**config.mk**
```make
export PLATFORM = sky130hd
export DESIGN_NAME = twrs_top
export DESIGN_NICKNAME = d
export VERILOG_FILES = /design/src/rtl/twrs_pkg.sv /design/src/rtl/twrs_reg_if.sv /design/src/rtl/twrs_regs.sv /design/src/rtl/twrs_sync.sv /design/src/rtl/twrs_top.sv
export SDC_FILE = /design/constraint.sdc
export NUM_CORES = 1
export LEC_CHECK = 0
export BUFFER_PORTS_ARGS = -buffer_cell sky130_fd_sc_hd__buf_2
export CELL_PAD_IN_SITES_DETAIL_PLACEMENT = 1
export CELL_PAD_IN_SITES_GLOBAL_PLACEMENT = 2
export CORE_MARGIN = 3
export CORE_UTILIZATION = 38
export DETAILED_ROUTE_END_ITERATION = 7
export HOLD_SLACK_MARGIN = 0.12
export PLACE_DENSITY_LB_ADDON = 0.15
export SETUP_SLACK_MARGIN = 0.1
export SYNTH_ARGS = -nofsm -noshare
export SYNTH_HDL_FRONTEND = slang
export SYNTH_SLANG_ARGS = --single-unit
```
**constraint.sdc**
```tcl
create_clock -name clock_in -period 1.6 [get_ports clock_in]
set_input_delay 0.16 -clock clock_in [delete_from_list [all_inputs] [get_ports clock_in]]
set_output_delay 0.16 -clock clock_in [all_outputs]
set_load 0.05 [all_outputs]
```
**src/rtl/twrs_pkg.sv**
```systemverilog
// Constants and register map of the two-wire register slave
// What this block does
// - Clock line input only; data line bidirectional
// - Slave address is 0111 plus strap pins
// - Strap pins latched at first bus access
// - Plain read returns byte at held address
// - Final address bit selects write or read
// - Bytes travel most significant bit first
// - Accept ack or not-ack after read byte
// - Ack address bytes; each read byte, acked or not, auto-increments
// - Not-ack on read ends transfer, releases line
// - Further written bytes go to next address
// - Writes to read-only registers get no ack
// - Timing derived only from the bus lines
// - No page buffer, byte-by-byte increment only
// - Only the low register set reachable; other offsets read 00h
// - Minimum frequency register reads 19h, ignores writes
// - Keep attempting panel presence detection
package twrs_pkg;
  localparam logic [3:0] ADDR_UPPER      = 4'h7;
  localparam logic [7:0] OFS_VENDOR_LO   = 8'h00;
  localparam logic [7:0] OFS_VENDOR_HI   = 8'h01;
  localparam logic [7:0] OFS_DEVICE_LO   = 8'h02;
  localparam logic [7:0] OFS_DEVICE_HI   = 8'h03;
  localparam logic [7:0] OFS_REVISION    = 8'h04;
  localparam logic [7:0] OFS_RESERVED    = 8'h05;
  localparam logic [7:0] OFS_MIN_FREQ    = 8'h06;
  localparam logic [7:0] OFS_MAX_FREQ    = 8'h07;
  localparam logic [7:0] OFS_CONFIG_ONE  = 8'h08;
  localparam logic [7:0] OFS_LOW_LAST    = 8'h0F;
  localparam logic [7:0] RST_RESERVED    = 8'hA5;
  localparam logic [7:0] RST_MIN_FREQ    = 8'h19;
  localparam logic [7:0] RST_CONFIG_ONE  = 8'h39;
  localparam logic [7:0] RST_ZERO        = 8'h00;
  localparam int         PRESENCE_BIT    = 2;
  localparam int         SYNC_STAGES     = 2;
endpackage

```
**src/rtl/twrs_reg_if.sv**
```systemverilog
// Register access carrier between the serial engine and the register file
`timescale 1ns/1ps
`default_nettype none
interface twrs_reg_if;
  logic [7:0] addr;
  logic [7:0] wdata;
  logic       wr;
  logic [7:0] rdata;
  logic       writable;
  modport master (output addr, output wdata, output wr, input rdata, input writable);
  modport slave  (input addr, input wdata, input wr, output rdata, output writable);
endinterface
`default_nettype wire

```
**src/rtl/twrs_regs.sv**
```systemverilog
// Register file of the low control set
`timescale 1ns/1ps
`default_nettype none
module twrs_regs #(
  parameter logic [7:0] VENDOR_LO = 8'h5A, // Arbitrary value
  parameter logic [7:0] VENDOR_HI = 8'h3C, // Arbitrary value
  parameter logic [7:0] DEVICE_LO = 8'h6B, // Arbitrary value
  parameter logic [7:0] DEVICE_HI = 8'h2D, // Arbitrary value
  parameter logic [7:0] REVISION  = 8'h0E, // Arbitrary value
  parameter logic [7:0] MAX_FREQ  = 8'h41
) (
  input  wire logic   clock_in,
  input  wire logic   reset_n_in,
  input  wire logic   presence_in,
  twrs_reg_if.slave   bus,
  output logic [7:0]  config_one_out
);
  logic [7:0] dev_hi_r;
  logic [7:0] rev_r;
  logic [7:0] cfg_r;
  logic [7:0] spare0_r;
  logic [7:0] spare1_r;
  logic [7:0] rdata_r;
  logic [7:0] rdata_nxt;

  // Fixed registers are never writable
  assign bus.writable = (bus.addr == twrs_pkg::OFS_DEVICE_HI)  ||
                        (bus.addr == twrs_pkg::OFS_REVISION)   ||
                        (bus.addr == twrs_pkg::OFS_CONFIG_ONE) ||
                        (bus.addr == 8'h0E) || (bus.addr == 8'h0F);
  assign bus.rdata = rdata_r; // Serial port reaches only the low register set; other offsets read zero
  assign config_one_out = cfg_r;

  always_comb begin
    unique case (bus.addr)
      twrs_pkg::OFS_VENDOR_LO:  rdata_nxt = VENDOR_LO;
      twrs_pkg::OFS_VENDOR_HI:  rdata_nxt = VENDOR_HI;
      twrs_pkg::OFS_DEVICE_LO:  rdata_nxt = DEVICE_LO;
      twrs_pkg::OFS_DEVICE_HI:  rdata_nxt = dev_hi_r;
      twrs_pkg::OFS_REVISION:   rdata_nxt = rev_r;
      twrs_pkg::OFS_RESERVED:   rdata_nxt = twrs_pkg::RST_RESERVED;
      twrs_pkg::OFS_MIN_FREQ:   rdata_nxt = twrs_pkg::RST_MIN_FREQ;
      twrs_pkg::OFS_MAX_FREQ:   rdata_nxt = MAX_FREQ;
      twrs_pkg::OFS_CONFIG_ONE: rdata_nxt = cfg_r;
      8'h09:                    rdata_nxt = {5'h00, presence_in, 2'h0};
      8'h0E:                    rdata_nxt = spare0_r;
      8'h0F:                    rdata_nxt = spare1_r;
      default:                  rdata_nxt = twrs_pkg::RST_ZERO;
    endcase
  end

  always_ff @(posedge clock_in or negedge reset_n_in) begin
    if (!reset_n_in) begin
      dev_hi_r <= DEVICE_HI;
      rev_r    <= REVISION;
      cfg_r    <= twrs_pkg::RST_CONFIG_ONE;
      spare0_r <= twrs_pkg::RST_ZERO;
      spare1_r <= twrs_pkg::RST_ZERO;
      rdata_r  <= twrs_pkg::RST_ZERO;
    end else begin
      rdata_r <= rdata_nxt;
      if (bus.wr && bus.writable) begin
        unique case (bus.addr)
          twrs_pkg::OFS_DEVICE_HI:  dev_hi_r <= bus.wdata;
          twrs_pkg::OFS_REVISION:   rev_r    <= bus.wdata;
          twrs_pkg::OFS_CONFIG_ONE: cfg_r    <= bus.wdata;
          8'h0E:                    spare0_r <= bus.wdata;
          default:                  spare1_r <= bus.wdata;
        endcase
      end
    end
  end

  a_min_freq_fixed: assert property (@(posedge clock_in) disable iff (!reset_n_in)
    (bus.addr == twrs_pkg::OFS_MIN_FREQ) |=> (rdata_r == 8'h19))
    else $error("minimum frequency register not fixed");
endmodule
`default_nettype wire

```
**src/rtl/twrs_sync.sv**
```systemverilog
// Two-flop synchroniser bank for pin inputs
`timescale 1ns/1ps
`default_nettype none
module twrs_sync #(
  parameter int WIDTH = 1
) (
  input  wire logic             clock_in,
  input  wire logic             reset_n_in,
  input  wire logic [WIDTH-1:0] async_in,
  output logic      [WIDTH-1:0] sync_out
);
  logic [WIDTH-1:0] meta_r;
  always_ff @(posedge clock_in or negedge reset_n_in) begin
    if (!reset_n_in) begin
      meta_r   <= '1;
      sync_out <= '1;
    end else begin
      meta_r   <= async_in;
      sync_out <= meta_r;
    end
  end
endmodule
`default_nettype wire

```
**src/rtl/twrs_top.sv**
```systemverilog
// Two-wire serial slave engine for the control registers
`timescale 1ns/1ps
`default_nettype none
module twrs_top (
  input  wire logic       clock_in,
  input  wire logic       reset_n_in,
  input  wire logic       scl_in,
  input  wire logic       sda_in,
  output logic            sda_out,
  output logic            sda_oe_out,
  input  wire logic       addr_select_bit0_in,
  input  wire logic       addr_select_bit1_in,
  input  wire logic       addr_select_bit2_in,
  input  wire logic       panel_sense_in,
  output logic [7:0]      config_one_out,
  output logic            busy_out
);
  typedef enum logic [2:0] {
    TWRS_IDLE, TWRS_ADDR, TWRS_REG, TWRS_WDATA, TWRS_RDATA, TWRS_RACK, TWRS_ACK
  } twrs_state_t;

  twrs_reg_if rif ();

  // Bus pins are sampled by the system clock; 400 kHz still leaves about 60 clocks a bit
  logic [4:0] pins_s;
  twrs_sync #(.WIDTH(5)) u_sync (
    .clock_in   (clock_in),
    .reset_n_in (reset_n_in),
    .async_in   ({panel_sense_in, addr_select_bit2_in, addr_select_bit1_in,
                  addr_select_bit0_in, scl_in}),
    .sync_out   (pins_s)
  );
  logic sda_s;
  twrs_sync #(.WIDTH(1)) u_sync_sda (
    .clock_in   (clock_in),
    .reset_n_in (reset_n_in),
    .async_in   (sda_in),
    .sync_out   (sda_s)
  );

  twrs_regs u_regs (
    .clock_in       (clock_in),
    .reset_n_in     (reset_n_in),
    .presence_in    (pins_s[4]),
    .bus            (rif.slave),
    .config_one_out (config_one_out)
  );

  twrs_state_t state_r;
  twrs_state_t after_ack_r;
  logic       scl_d_r;
  logic       sda_d_r;
  logic [2:0] bitcnt_r;
  logic [7:0] shift_r;
  logic [7:0] regaddr_r;
  logic [2:0] strap_r;
  logic       strap_done_r;
  logic       ack_drive_r;
  logic       ack_pend_r;
  logic       wr_r;
  logic [7:0] tx_r;

  // Edges seen only on synchronised copies; no internal clock meaning
  wire scl_rise  = pins_s[0] && !scl_d_r;
  wire scl_fall  = !pins_s[0] && scl_d_r;
  wire start_det = pins_s[0] && scl_d_r && !sda_s && sda_d_r;
  wire stop_det  = pins_s[0] && scl_d_r && sda_s && !sda_d_r;
  wire [7:0] rx_byte = {shift_r[6:0], sda_s};
  wire [2:0] strap_now = strap_done_r ? strap_r : pins_s[3:1];
  wire addr_hit = (rx_byte[7:1] == {twrs_pkg::ADDR_UPPER, strap_now});
  wire byte_end = scl_rise && (bitcnt_r == 3'd7);
  wire write_ok = rif.writable;

  assign rif.addr  = regaddr_r;
  assign rif.wdata = shift_r;
  assign rif.wr    = wr_r;

  always_ff @(posedge clock_in or negedge reset_n_in) begin
    if (!reset_n_in) begin
      scl_d_r <= 1'b1;
      sda_d_r <= 1'b1;
    end else begin
      scl_d_r <= pins_s[0];
      sda_d_r <= sda_s;
    end
  end

  always_ff @(posedge clock_in or negedge reset_n_in) begin
    if (!reset_n_in) begin
      strap_r      <= 3'h0;
      strap_done_r <= 1'b0;
    end else if (start_det && !strap_done_r) begin
      strap_r      <= pins_s[3:1];
      strap_done_r <= 1'b1;
    end
  end

  always_ff @(posedge clock_in or negedge reset_n_in) begin
    if (!reset_n_in) begin
      state_r     <= TWRS_IDLE;
      after_ack_r <= TWRS_IDLE;
      bitcnt_r    <= 3'd0;
      shift_r     <= 8'h00;
      regaddr_r   <= 8'h00;
      ack_drive_r <= 1'b0;
      ack_pend_r  <= 1'b0;
      wr_r        <= 1'b0;
      tx_r        <= 8'hFF;
    end else begin
      wr_r <= 1'b0;
      if (start_det) begin
        state_r  <= TWRS_ADDR;
        bitcnt_r <= 3'd0;
        ack_drive_r <= 1'b0;
        ack_pend_r  <= 1'b0;
      end else if (stop_det) begin
        state_r  <= TWRS_IDLE;
        ack_drive_r <= 1'b0;
        ack_pend_r  <= 1'b0;
      end else begin
        unique case (state_r)
          TWRS_IDLE: ;
          TWRS_ADDR, TWRS_REG, TWRS_WDATA: begin
            if (scl_rise) begin
              shift_r  <= rx_byte;
              bitcnt_r <= bitcnt_r + 3'd1;
            end
            if (byte_end) begin
              if (state_r == TWRS_ADDR) begin
                if (addr_hit) begin
                  ack_pend_r  <= 1'b1;
                  after_ack_r <= rx_byte[0] ? TWRS_RDATA : TWRS_REG;
                  state_r     <= TWRS_ACK;
                end else begin
                  state_r <= TWRS_IDLE;
                end
              end else if (state_r == TWRS_REG) begin
                regaddr_r   <= rx_byte;
                ack_pend_r  <= 1'b1;
                after_ack_r <= TWRS_WDATA;
                state_r     <= TWRS_ACK;
              end else if (write_ok) begin
                wr_r        <= 1'b1;
                ack_pend_r  <= 1'b1;
                after_ack_r <= TWRS_WDATA;
                state_r     <= TWRS_ACK;
              end else begin
                state_r <= TWRS_IDLE;
              end
            end
          end
          TWRS_ACK: begin
            if (wr_r) begin
              regaddr_r <= regaddr_r + 8'h01;
            end
            // Ack goes out only once the clock is low again: pulling data low
            // while the clock is high would look like a start condition
            if (scl_fall && ack_pend_r) begin
              ack_pend_r  <= 1'b0;
              ack_drive_r <= 1'b1;
            end else if (scl_fall) begin
              ack_drive_r <= 1'b0;
              bitcnt_r    <= 3'd0;
              state_r     <= after_ack_r;
              tx_r        <= rif.rdata;
              if (after_ack_r == TWRS_RDATA) begin
                regaddr_r <= regaddr_r + 8'h01;
              end
            end
          end
          TWRS_RDATA: begin
            if (scl_fall) begin
              tx_r     <= {tx_r[6:0], 1'b1};
              bitcnt_r <= bitcnt_r + 3'd1;
              if (bitcnt_r == 3'd7) begin
                state_r <= TWRS_RACK;
              end
            end
          end
          TWRS_RACK: begin
            if (scl_rise) begin
              // Either answer is legal; not-ack ends the read
              state_r <= sda_s ? TWRS_IDLE : TWRS_ACK;
              after_ack_r <= TWRS_RDATA;
            end
          end
          default: state_r <= TWRS_IDLE;
        endcase
      end
    end
  end

  // Read data stays one byte ahead since register read data is registered
  always_ff @(posedge clock_in or negedge reset_n_in) begin
    if (!reset_n_in) begin
      sda_out    <= 1'b0;
      sda_oe_out <= 1'b0;
      busy_out   <= 1'b0;
    end else begin
      sda_out    <= 1'b0;
      sda_oe_out <= ack_drive_r || (state_r == TWRS_RDATA && !tx_r[7]);
      busy_out   <= (state_r != TWRS_IDLE);
    end
  end

  a_nack_release: assert property (@(posedge clock_in) disable iff (!reset_n_in)
    (state_r == TWRS_RACK && scl_rise && sda_s) |=> ##1 !sda_oe_out)
    else $error("line not released after not-ack");
  a_ro_no_ack: assert property (@(posedge clock_in) disable iff (!reset_n_in)
    (state_r == TWRS_WDATA && byte_end && !write_ok && !start_det && !stop_det)
    |=> (state_r == TWRS_IDLE && !ack_drive_r))
    else $error("read-only write was acknowledged");
  a_strap_hold: assert property (@(posedge clock_in) disable iff (!reset_n_in)
    strap_done_r |=> (strap_r == $past(strap_r)))
    else $error("slave address changed after latch");
  a_write_incr: assert property (@(posedge clock_in) disable iff (!reset_n_in)
    wr_r |=> (regaddr_r == $past(regaddr_r) + 8'h01))
    else $error("write address did not step");
  a_addr_ack: assert property (@(posedge clock_in) disable iff (!reset_n_in)
    (state_r == TWRS_ACK && ack_pend_r && scl_fall && !start_det && !stop_det)
    |=> ##1 sda_oe_out)
    else $error("accepted byte not acknowledged");
  a_ack_hold: assert property (@(posedge clock_in) disable iff (!reset_n_in)
    (ack_drive_r && !scl_fall && !start_det && !stop_det) |=> ack_drive_r)
    else $error("ack dropped before the clock fell");
  a_read_msb: assert property (@(posedge clock_in) disable iff (!reset_n_in)
    (state_r == TWRS_ACK && !ack_pend_r && scl_fall && after_ack_r == TWRS_RDATA &&
     !start_det && !stop_det) |=> ##1 (sda_oe_out == !tx_r[7]))
    else $error("read byte did not start with its top bit");
endmodule
`default_nettype wire

```
# Word-level counts from Yosys, hierarchy flattened
# Cells that the tools add are included.
# W data, S select, Z words.
# word_totals
elab_cells	186
inputBits	8
out_inout_bits	11
register_bits	104
# op_classes
n_mux	64
reduce_logical	48
eq_ne	44
add_sub_neg	2
bitwise	3
# op_table
operator	count
$pmux W8 S12	1
$mux W3	27
$mux W8	10
$eq A8 B3 Y1 const B	4
$eq A8 B4 Y1 const B	4
$pmux W8 S2	2
$ne A4 B4 Y1 const B	7
$mux W1	20
$ne A3 B3 Y1 const B	6
$reduce_and A6 Y1	3
$eq A8 B2 Y1 const B	2
$ne A2 B2 Y1 const B	8
$eq A3 B3 Y1 const B	5
$pmux W3 S5	1
$reduce_and A7 Y1	2
$logic_and A1 B1 Y1	12
$reduce_and A2 Y1	6
$reduce_bool A4 Y1	3
$pmux W3 S3	1
$add A8 B1 Y8 const B	1
$eq A8 B1 Y1 const B	1
$logic_not A8 Y1	1
$eq A7 B6 Y1	1
$eq A3 B2 Y1 const B	2
17 further kinds	31

# Logic depth before layout (Yosys ltp)
# Gate-level depths: netlist (run 1).
# logic_depth
depth_word	12
depth_mapped	8
depth_no_buf	7

# By module
# A second synthesis (run 1) with hierarchy kept.
# unflattened
cells_unflattened	440
hier_area_um2	5004.8
# modules_own_cells
mod	cells_per_inst	area_each_um2	seq_area_each_um2	instances
twrs_top	237	2364.8	1113.6	1
twrs_regs	191	2324.7	1214.9	1
twrs_sync (u_sync)	10	262.8	262.8	1
twrs_sync (u_sync_sda)	2	52.6	52.6	1

# Worst setup path after synthesis (run 1)
# No wires, ideal clock.
# synth_timing
kind	reg-to-reg
start	register regaddr_r[0]
end	register state_r[1]
path_slack_ps	-205
path_stages_with_launch	8
arrival_time_ps	1678
period_less_slack_ps	1805
n_path_buf	1
required_ps	1473
setup_ps	127
cell_sequence	dfrtp_1 > ha_1 > clkbuf_1 > mux2_2 > o21ai_0 > o41ai_1 > a211oi_1 > o21ai_0
# synth_via
elab_chain_cells	12
word_cells_on_any_way	16
classes_between	5 x eq/ne; 7 x mux; 4 x reduce/logical
# synth_lines
item	line	text
start, declared	twrs_top.sv:55	logic [7:0] regaddr_r;
start signal, assigned	twrs_top.sv:138	regaddr_r <= rx_byte;
start signal, assigned	twrs_top.sv:154	regaddr_r <= regaddr_r + 8'h01;
start signal, assigned	twrs_top.sv:167	regaddr_r <= regaddr_r + 8'h01;
$eq A8 B2 Y1 / $eq A8 B3 Y1 (equally long branches)	twrs_regs.sv:27, twrs_regs.sv:28	
$logic_or A1 B1 Y1	twrs_regs.sv:27	assign bus.writable = (bus.addr == twrs_pkg::OFS_DEVICE_HI) ||
$logic_or A1 B1 Y1	twrs_regs.sv:28	(bus.addr == twrs_pkg::OFS_REVISION) ||
$logic_or A1 B1 Y1	twrs_regs.sv:29	(bus.addr == twrs_pkg::OFS_CONFIG_ONE) ||
$logic_or A1 B1 Y1 *	twrs_regs.sv:30	(bus.addr == 8'h0E) || (bus.addr == 8'h0F);
$mux W3 *	twrs_top.sv:142	end else if (write_ok) begin
$mux W3 *	twrs_top.sv:137	end else if (state_r == TWRS_REG) begin
$mux W3 *	twrs_top.sv:129	if (state_r == TWRS_ADDR) begin
$mux W3 *	twrs_top.sv:128	if (byte_end) begin
$pmux W3 S5 *	twrs_top.sv:121	unique case (state_r)
$mux W3 *	twrs_top.sv:116	end else if (stop_det) begin
$mux W3 *	twrs_top.sv:111	if (start_det) begin
end signal, assigned	twrs_top.sv:164	state_r <= after_ack_r;
end signal, assigned	twrs_top.sv:183	state_r <= sda_s ? TWRS_IDLE : TWRS_ACK;
end, declared	twrs_top.sv:49	twrs_state_t state_r;
# Mark *: on every way between the ends. The rest lies on a longest branch, timed or not. The select of a mux whose other input is x is not followed.
# A chain may end at the register's enable or synchronous reset.

# Worst setup path after layout (run 1)
# layout_timing
start	register u_sync.sync_out[0]
end	register regaddr_r[6]
# layout_via
elab_chain_cells	5
word_cells_on_any_way	17
classes_between	1 x eq/ne; 3 x mux; 2 x bitwise; 11 x reduce/logical
# layout_lines
item	line	text
start, declared	twrs_sync.sv:10	output logic [WIDTH-1:0] sync_out
start signal, assigned	twrs_sync.sv:19	sync_out <= meta_r;
$logic_not A1 Y1 / $logic_and A1 B1 Y1 (equally long branches)	twrs_top.sv:65, twrs_top.sv:66, twrs_top.sv:67	
$logic_and A1 B1 Y1 (on tied branches)	twrs_top.sv:65, twrs_top.sv:66, twrs_top.sv:67	
$mux W8 (tied with other cells)	twrs_top.sv:161	end else if (scl_fall) begin
$mux W8 / $not A1 Y1 (equally long branches)	-	
$pmux W8 S2 / $reduce_and A6 Y1 (equally long branches)	-	
# Several ways; a longest one is shown, not always the timed one.

==> results.toml, run 1 <==
[pwr]
internal-power_mw = 4.94
p_switching_mw = 2.20
power_frac_comb_pct = 25.8
switching_share_pct = 30.8
sequentialPowerShare_pct = 42.3
p_per_area_nw_per_um2 = 968
clkPwrFrac_pct = 32.0
leakagePower_nw = 3.19
peakVddDrop_mv = 1.10

[routing]
drt.antenna.violating_nets = 0
post_drt_wl_per_cell_um = 21.4
drtPass1Iterations = 5
route.detailed.drc = 0
drtIter0Drc = 281
wl_um = 16200
num_vias = 4182
vias_per_cell = 5.53

[placement]
dp_hpwl_um = 10600
gp_congestion = 0.851
io_buffers = 17
dp_slack_ns = -0.209

[logic_synthesis]
synth-async-reset-ratio_pct = 100
synthAdderAreaFrac_pct = 1.47
synthSimpleGateAreaFrac_pct = 12.3
yosysWarnings = 0
synth.area.top_cells = "dfrtp_1 35%, dfstp_2 17%, mux2_2 11%"
synth_nets = 469
yosysTopAreaCell = "dfrtp_1"
syn_inst = 455
synth_area_um2 = 5100
synth_seq_cells = 104
synth.avg_cell_area_um2 = 11.2
synth_seq_area_share_pct = 51.9
synth_top_family_by_area = "compound AO/OA/AOI/OAI gates"
ys.flop_type = "dfrtp_1"
synth_top_area_share_pct = 34.9
synth_xor_xnor_area_share_pct = 0.859
synth.distinct_cells = 65
synth_mux_area_share_pct = 14.2
synth_compound_area_share_pct = 15.3
synth_edf_count = 0

[clocking]
clock_latency_ns = 0.35
numCtsBuffers = 9
clockBufferDepth = 2
tritoncts = "yes"
h-tree-depth = 3
clk_pin_slew_ns = 0.08
cts_sinks = 104
cts_root_buffer = "clkbuf_16"

[timing]
layout_min_cycle_time_ns = 1.84
layout_setup_ws_ns = -0.240
setup_viol = 74
final.setup.tns_ns = -8.01
finClkSkew_ns = 0.0125
drv_slew = 0
finalHoldViolations = 0
fmax_ghz = 0.543
rsz0062_at_grt = "yes"
period_share_pct = 115

[critical_path]
critPathMaxFanout = 6
cpMaxStageDelayCell = "dfstp_2"
cpLargestDelayFamily = "compound AO/OA/AOI/OAI gates"
start_kind = "register"
crit_buf_inv = 1
path_class = "reg -> reg"
end_kind = "register"
critPathRequiredTime_ns = 1.83
cpPeakStageDelay_ns = 0.60
cpMostUsedCell = "a21oi_2"
crit_chain = "and2b_2, a41oi_4, buf_4, o31ai_1, a21oi_2, a21oi_2"
cp.arrival_ns = 2.07

[grt]
grtUsageTotal_pct = 22.5
grt_max_degree = 43
first_global_vias = 4498
grt_remaining_overflow = 0
antenna_found_initial = 0
grt_first_pass_wirelength_um = 25500

[final_layout]
layout.nets = 593
diodes = 0
final_util_pct = 57.3
layout-drive-gt1-share_pct = 59.6
area_growth_pct = 44.8

[floorplan]
die_h_um = 122
die_w_um = 122
start_util_pct = 39.6
rows = 41
core_area_um2 = 12900
io_pins = 19
die_area_um2 = 14800

[status]
status = "finished with violations"
violations = "setup timing"

[min_path]
hold_path.class = "in -> async"

[run]
max_cap_viol_count = 0
## per-stage QoR
step / instance area (um2) / total power [mW] / hold slack, ns / std cells
after floorplan: 5340 / 3.90 / -0.136 / 455
after CTS: 7120 / 7.16 / 0.274 / 745
after detailed placement: 6210 / 4.59 / 0.117 / 706
final: 7380 / 7.14 / 0.272 / 756
after global routing: 7380 / 7.49 / 0.301 / 756
after global placement: 6210 / 4.55 / 0.112 / 706
## cell type report
class,instances,area [um2]
clock inverter,6,75.1
clock buffer,10,229
multi-input combinational,306,2910
tap,172,215
fill,1319,5500
inverter,12,47.5
sequential,104,2650
timing repair buffer,146,1250
## registers in the layout, summed over array words and instances, names as in the netlist, 3 cells and up
| signal | cells |
|---|---|
| state_r | 3 |
| u_sync.meta_r | 5 |
| u_regs.rev_r | 8 |
| u_regs.dev_hi_r | 8 |
| tx_r | 8 |
| bitcnt_r | 3 |
| regaddr_r | 8 |
| u_regs.bus.rdata | 8 |
| u_regs.spare0_r | 8 |
| strap_r | 3 |
| after_ack_r | 3 |
| u_regs.spare1_r | 8 |
| u_sync.sync_out | 5 |
| rif.wdata | 8 |
| u_regs.config_one_out | 8 |
## what timing repair did
| action | in CTS | in global routing |
|---|---|---|
| gates resized for setup | 98 | 51 |
| hold endpoints to repair | 78 | 0 |
| buffers inserted | 16 | 11 |
| hold buffers | 7 | 0 |
| pin swaps | 36 | 36 |
| endpoints found under the setup margin | 86 | 86 |
## cell usage in the layout (no fill, tap or decap), types with 10 or more instances in the layout
cell type  count
buf_4        100
mux2_2        43
buf_2         16
o21ai_1       19
nand2_1       32
nor2_1        15
buf_12        10
buf_6         11
a21oi_2       10
dfstp_2       33
dfrtp_1       63
mux2i_1       12
a21oi_1       16
## cell families (layout without fill, tap and decap cells)
group,Yosys count,count (layout)
AOI/OAI and AO/OA,115,115
xor gates and xnor gates,5,5
adders and majority gates,6,6
buffers and inverters,45,174
DFF,104,104
muxes,66,66
other,1,1
and+or+nand+nor,113,113
## power groups by stage
| stage | clock network, mW | logic [mW] | registers (mW) |
|---|---|---|---|
| global route | 2.46 | 1.99 | 3.05 |
| finish | 2.28 | 1.84 | 3.02 |
| floorplan | 0 | 0.880 | 3.02 |
| CTS | 2.35 | 1.80 | 3.02 |
| detailed placement | 0 | 1.55 | 3.04 |
| global placement | 0 | 1.52 | 3.03 |
## final timing paths
check / to / cells past startpoint / start / slack [ns]
hold reg to reg: u_sync.sync_out[1] / 0 / u_sync.meta_r[1] / 0.36
min in group clock_in: u_sync.sync_out[1] / 0 / u_sync.meta_r[1] / 0.36
setup / recovery: regaddr_r[6] / 6 / u_sync.sync_out[0] / -0.24
hold / removal: ack_pend_r / 2 / reset_n_in / 0.27
setup reg to reg: regaddr_r[6] / 6 / u_sync.sync_out[0] / -0.24
max in group asynchronous: u_sync.meta_r[2] / 3 / reset_n_in / 0.71
## routing by layer
layer	up-vias	global-route usage, %	wire length [um]
met1	2173	31.5	7530
li1	1916	-	-
met3	26	4.04	483
met2	67	36.0	7800
met4	0	6.72	363
met5	-	0	0
## synthesized netlist by cell type, drive strengths merged, types with 6 or more instances
cell type,count
nor2,22
nand2,36
buf,17
a21oi,26
clkbuf,16
dfstp,33
nand3,14
mux2,52
ha,6
nand2b,8
a22oi,7
dfrtp,71
o21ai,27
mux2i,14
inv,12
## worst register-to-register path: stages (launching register included)
cell and delay [ns]:
dfstp_2 0.60, and2b_2 0.28, a41oi_4 0.36, buf_4 0.18
o31ai_1 0.08, a21oi_2 0.19, a21oi_2 0.04
Power figures use the tool's default switching activity.
==> run 2: changes to the inputs <==
Settings changed: RECOVER_POWER set to 50.
==> run 2 against run 1 <==
Against the previous run:
- the run still ends with setup timing left
- utilization is 0.25 points lower
- flip-flop and latch count unchanged
- fmax about the same
- worst hold slack improved by 0.084 ns
- sequential share of layout area up 0.16 points
- cell count unchanged
==> results.toml, run 2 (synthesized netlist as in run 1, its figures left out) <==
[min_path]
worstHoldStart = "u_sync.meta_r[1]"
hold_path.class = "reg -> reg"
min_to = "u_sync.sync_out[1]"
hold_path_depth = 0

[pwr]
leakagePower_nw = 3.17
p_switching_mw = 2.20
internal-power_mw = 4.93
peakVddDrop_mv = 1.10
p_per_area_nw_per_um2 = 971
switching_share_pct = 30.8
power_frac_comb_pct = 25.7
sequentialPowerShare_pct = 42.3
total_power_mw = 7.13
clkPwrFrac_pct = 32.0

[floorplan]
io_pins = 19
die_area_um2 = 14800
core_area_um2 = 12900
die_h_um = 122
start_util_pct = 39.6
die_w_um = 122
rows = 41

[clocking]
clk_pin_slew_ns = 0.07
tritoncts = "yes"
cts_sinks = 104
numCtsBuffers = 9
clock_latency_ns = 0.35
cts_root_buffer = "clkbuf_16"
h-tree-depth = 3
clockBufferDepth = 2

[routing]
wl_um = 16200
drtPass1Iterations = 5
drtIter0Drc = 230
num_vias = 4177
route.detailed.drc = 0
vias_per_cell = 5.53
post_drt_wl_per_cell_um = 21.4
drt.antenna.violating_nets = 0

[final_layout]
area_growth_pct = 44.2
layout.nets = 593
layout-drive-gt1-share_pct = 59.2
final_common_cell = "buf_4"
final_cell_mix = "100 x buf_4, 63 x dfrtp_1, 43 x mux2_2"
diodes = 0

[critical_path]
path_class = "reg -> reg"
end_kind = "register"
critPathRequiredTime_ns = 1.86
cp.arrival_ns = 2.10
start_kind = "register"
cpMaxStageDelayCell = "dfstp_2"
ff2ff_path_depth = 5
rrSetupSlack_ns = -0.24
cpPeakStageDelay_ns = 0.56
crit_chain = "and2b_2, a41oi_4, or3_4, a21oi_2, a2bb2oi_1"
worst_r2r_startpoint = "scl_d_r"
crit_buf_inv = 0
cpLargestDelayFamily = "simple AND/OR/NAND/NOR gates"
r2r_end = "regaddr_r[7]"
critPathMaxFanout = 6

[grt]
grtUsageTotal_pct = 22.5
grt_max_degree = 43
grt_remaining_overflow = 0
grt_use_met3_pct = 4.04
antenna_found_initial = 0
grt_util_met2_pct = 36.0
grt_first_pass_wirelength_um = 25500
met1_usage_pct = 31.5
first_global_vias = 4498
grt-busiest-layer = "met2"

[timing]
setup_viol = 72
drv_slew = 0
period_share_pct = 115
layout_min_cycle_time_ns = 1.84
rsz0062_at_grt = "yes"
fmax_ghz = 0.544
hold-worst-slack_ns = 0.356
finalHoldViolations = 0
relSlewSlack_pct = 52.4
finClkSkew_ns = 0.0125
layout_setup_ws_ns = -0.239
worst_slew_pin_slew_ns = 0.713

[placement]
gp_congestion = 0.851
dp_hpwl_um = 10600
io_buffers = 17

[status]
violations = "setup timing"
status = "finished with violations"

[run]
max_cap_viol_count = 0
-- run 2: worst max path at each step --
stage,from,cells after the start,slack (ns),to
4_1_cts,regaddr_r[4],5,-0.16,u_regs.spare0_r[6]
6_report,scl_d_r,5,-0.24,regaddr_r[7]
5_1_grt,u_sync.sync_out[0],6,-0.31,regaddr_r[6]
3_3_place_gp,u_sync.sync_out[0],6,-0.18,regaddr_r[3]
2_1_floorplan,regaddr_r[4],5,-0.1,u_regs.spare0_r[0]
3_5_place_dp,regaddr_r[0],8,-0.21,state_r[1]
-- run 2: power groups by stage --
stage          logic (mW)  registers (mW)  clock network [mW]
3_5_place_dp         1.55            3.04                   0
5_1_grt              1.98            3.05                2.46
3_3_place_gp         1.52            3.03                   0
4_1_cts              1.80            3.02                2.35
6_report             1.83            3.02                2.28
2_1_floorplan       0.880            3.02                   0
-- run 2: cell type report --
class                      instances  area [um2]
tap                              172         215
timing repair buffer             146        1220
clock inverter                     6        75.1
inverter                          12        47.5
sequential                       104        2650
clock buffer                      10         229
fill                            1326        5530
multi-input combinational        306        2910
-- run 2: per-stage QoR --
| step | area [um2] | worst slack (ns) | setup TNS (ns) | util, % | cells |
|---|---|---|---|---|---|
| floorplan | 5340 | -0.0990 | -2.54 | - | 455 |
| global placement | 6210 | -0.184 | -6.89 | 48.3 | 706 |
| detailed placement | 6210 | -0.209 | -8.56 | 48.3 | 706 |
| CTS | 7120 | -0.156 | -6.12 | 55.3 | 745 |
| global route | 7350 | -0.309 | -13.18 | 57.1 | 756 |
| finish | 7350 | -0.239 | -7.87 | 57.1 | 756 |
-- run 2: layer usage --
metal | vias up | wire length, um
li1 | 1912 | -
met1 | 2167 | 7490
met2 | 72 | 7820
met3 | 26 | 538
met4 | 0 | 363
met5 | - | 0
-- run 2: what timing repair did --
action | in CTS | in global routing
resized for setup | 98 | 51
hold buffers | 7 | 0
setup buffers | 16 | 11
cloned | 0 | 0
pin swaps | 36 | 36
endpoints found under the setup margin | 86 | 86
endpoints found under the hold margin | 78 | 0
==> run 3: changes to the inputs <==
Settings changed: ABC_AREA set to 1, CORE_UTILIZATION 38 to 35.
==> run 3 against run 2 <==
Against the previous run:
- the flow still finishes with violations (setup timing)
- combinational power fell by 20%
- fmax rose by 4.3%
- sequential power barely moved
- clock skew fell by 0.0029 ns
- flip-flop and latch count did not move
- routed wire length rose by 9.5%
- critical endpoint is now u_regs.config_one_out[6]
==> results.toml, run 3 <==
[grt]
antenna_found_initial = 0
grt_first_pass_wirelength_um = 27800
grtUsageTotal_pct = 22.2
grt_max_degree = 37
grt_remaining_overflow = 0
first_global_vias = 5063

[final_layout]
layout-drive-gt1-share_pct = 55.3
area_growth_pct = 53.4
multi_input_area_um2 = 2920
stdcell_count = 918
final_cell_mix = "105 x nand2_1, 84 x buf_4, 65 x dfrtp_1"
layout.nets = 747
fill_cells = 1569
diodes = 0
regArea_um2 = 2650
final_util_pct = 55.8
fin_area_um2 = 7860
final_common_cell = "nand2_1"

[routing]
vias_per_cell = 5.11
drtPass1Iterations = 4
route.detailed.drc = 0
post_drt_wl_per_cell_um = 19.3
wl_um = 17700
drtIter0Drc = 181
num_vias = 4687
drt.antenna.violating_nets = 0

[pwr]
total_power_mw = 7.14
p_per_area_nw_per_um2 = 909
leakagePower_nw = 3.55
peakVddDrop_mv = 0.737

[logic_synthesis]
yosysMostFrequentCell = "nand2_1"
synth_seq_area_share_pct = 51.6
synth.avg_cell_area_um2 = 8.87
synth_nets = 592
synth_seq_cells = 104
ys.flop_type = "dfrtp_1"
yosysTopAreaCell = "dfrtp_1"
synth-async-reset-ratio_pct = 100
yosysWarnings = 0
synth_edf_count = 0
synth_area_um2 = 5120
synth.distinct_cells = 44
synth_common_cells = "154 x nand2_1, 71 x dfrtp_1, 62 x inv_1"
synth_top_area_share_pct = 34.7
syn_inst = 578
synth.area.top_cells = "dfrtp_1 35%, dfstp_2 17%, nand2_1 11%"

[clocking]
cts_sinks = 104
tritoncts = "yes"
clockBufferDepth = 2
clock_latency_ns = 0.37
cts_root_buffer = "clkbuf_16"
h-tree-depth = 3
clk_pin_slew_ns = 0.08
numCtsBuffers = 9

[placement]
io_buffers = 17
post_dp_cell_area_um2 = 6120
gp_congestion = 0.870
dp_slack_ns = -0.276
place_inst = 854
dp_hpwl_um = 11400

[critical_path]
cpMaxStageDelayCell = "dfrtp_2"
start_kind = "register"
r2r_end = "u_regs.config_one_out[6]"
ff2ff_path_depth = 11
end_kind = "register"
critPathMaxFanout = 5
cpPeakStageDelay_ns = 0.45
crit_chain = "inv_4, ha_4, nand3_4, a21oi_4, nor2_4, nand2_4, nand2_8, nor2_8, buf_12, buf_6, o21ai_2"
rrSetupSlack_ns = -0.16
cp.arrival_ns = 2.02
worst_r2r_startpoint = "regaddr_r[0]"
critPathRequiredTime_ns = 1.86
path_class = "reg -> reg"

[timing]
layout_min_cycle_time_ns = 1.76
worst_slew_pin_slew_ns = 0.684
drv_slew = 0
layout_setup_ws_ns = -0.164
period_share_pct = 110
hold-worst-slack_ns = 0.358
fmax_ghz = 0.567
finClkSkew_ns = 0.00960
relSlewSlack_pct = 54.4
final.setup.tns_ns = -6.63
rsz0062_at_grt = "yes"
setup_viol = 74
finalHoldViolations = 0

[floorplan]
core_area_um2 = 14100
die_h_um = 127
start_util_pct = 36.4
io_pins = 19
rows = 43
die_w_um = 127
die_area_um2 = 16100

[min_path]
hold_path.class = "in -> async"

[status]
status = "finished with violations"
violations = "setup timing"

[run]
max_cap_viol_count = 0
==> run 3: cell count changes in the layout (fill, tap and decap cells not counted), moves of 14 or more <==
cell     previous run  this run
buf_4             100        84
inv_1               9        48
nand2_4             0        14
mux2_2             43         0
nand2_1            32       105
o21ai_2             5        33
nor2_2              1        15
buf_6              11        36
nand2_2             2        35
==> run 3: area by class of cell <==
class | count | area share (%)
clock buffer | 10 | 3.18
sequential | 104 | 33.7
clock inverter | 6 | 1.23
inverter | 69 | 3.65
timing repair inverter | 1 | 0.0478
multi-input combinational | 391 | 37.2
tap | 180 | 2.87
timing repair buffer | 157 | 18.1
==> run 3: cell families after synthesis <==
| kind of cell | share of synthesized area (%) |
|---|---|
| muxes | 0.659 |
| buffers and inverters | 7.79 |
| and+or+nand+nor | 21.9 |
| other | 0.0732 |
| AOI/OAI and AO/OA | 16.5 |
| DFF | 51.6 |
| adders and majority gates | 1.46 |
==> run 3: layer usage <==
layer | share of wire, % | track usage [%]
met1 | 46 | 30.7
met2 | 49 | 35.8
met3 | 2.6 | 2.72
met4 | 2.5 | 8.71
met5 | 0 | 0
==> run 3: power breakdown <==
part           internal (mW)  switching (mW)
registers               2.87           0.180
logic                  0.616           0.850
clock network           1.49            1.13
==> run 3: how the worst max path moves through the flow <==
stage	start	end	slack, ns
2_1_floorplan	regaddr_r[1]	u_regs.spare0_r[4]	-0.05
3_3_place_gp	regaddr_r[0]	after_ack_r[1]	-0.16
5_1_grt	regaddr_r[0]	u_regs.spare0_r[7]	-0.26
6_report	regaddr_r[0]	u_regs.config_one_out[6]	-0.16
3_5_place_dp	regaddr_r[0]	after_ack_r[2]	-0.28
4_1_cts	regaddr_r[0]	u_regs.spare0_r[2]	-0.16
==> run 3: repair_timing <==
item	CTS	global route
pin swaps	36	39
cloned	4	0
endpoints found under the setup margin	86	88
hold buffers	7	0
resized for setup	153	124
setup buffers	28	11
endpoints found under the hold margin	69	0
==> run 3: critical path, delay by kind of cell, from the launching register on <==
family          cells  cell delay, ns
compound gates      2            0.19
simple gates        5            0.52
buf+inv             3            0.32
fa+ha+maj           1            0.17
flops               1            0.45
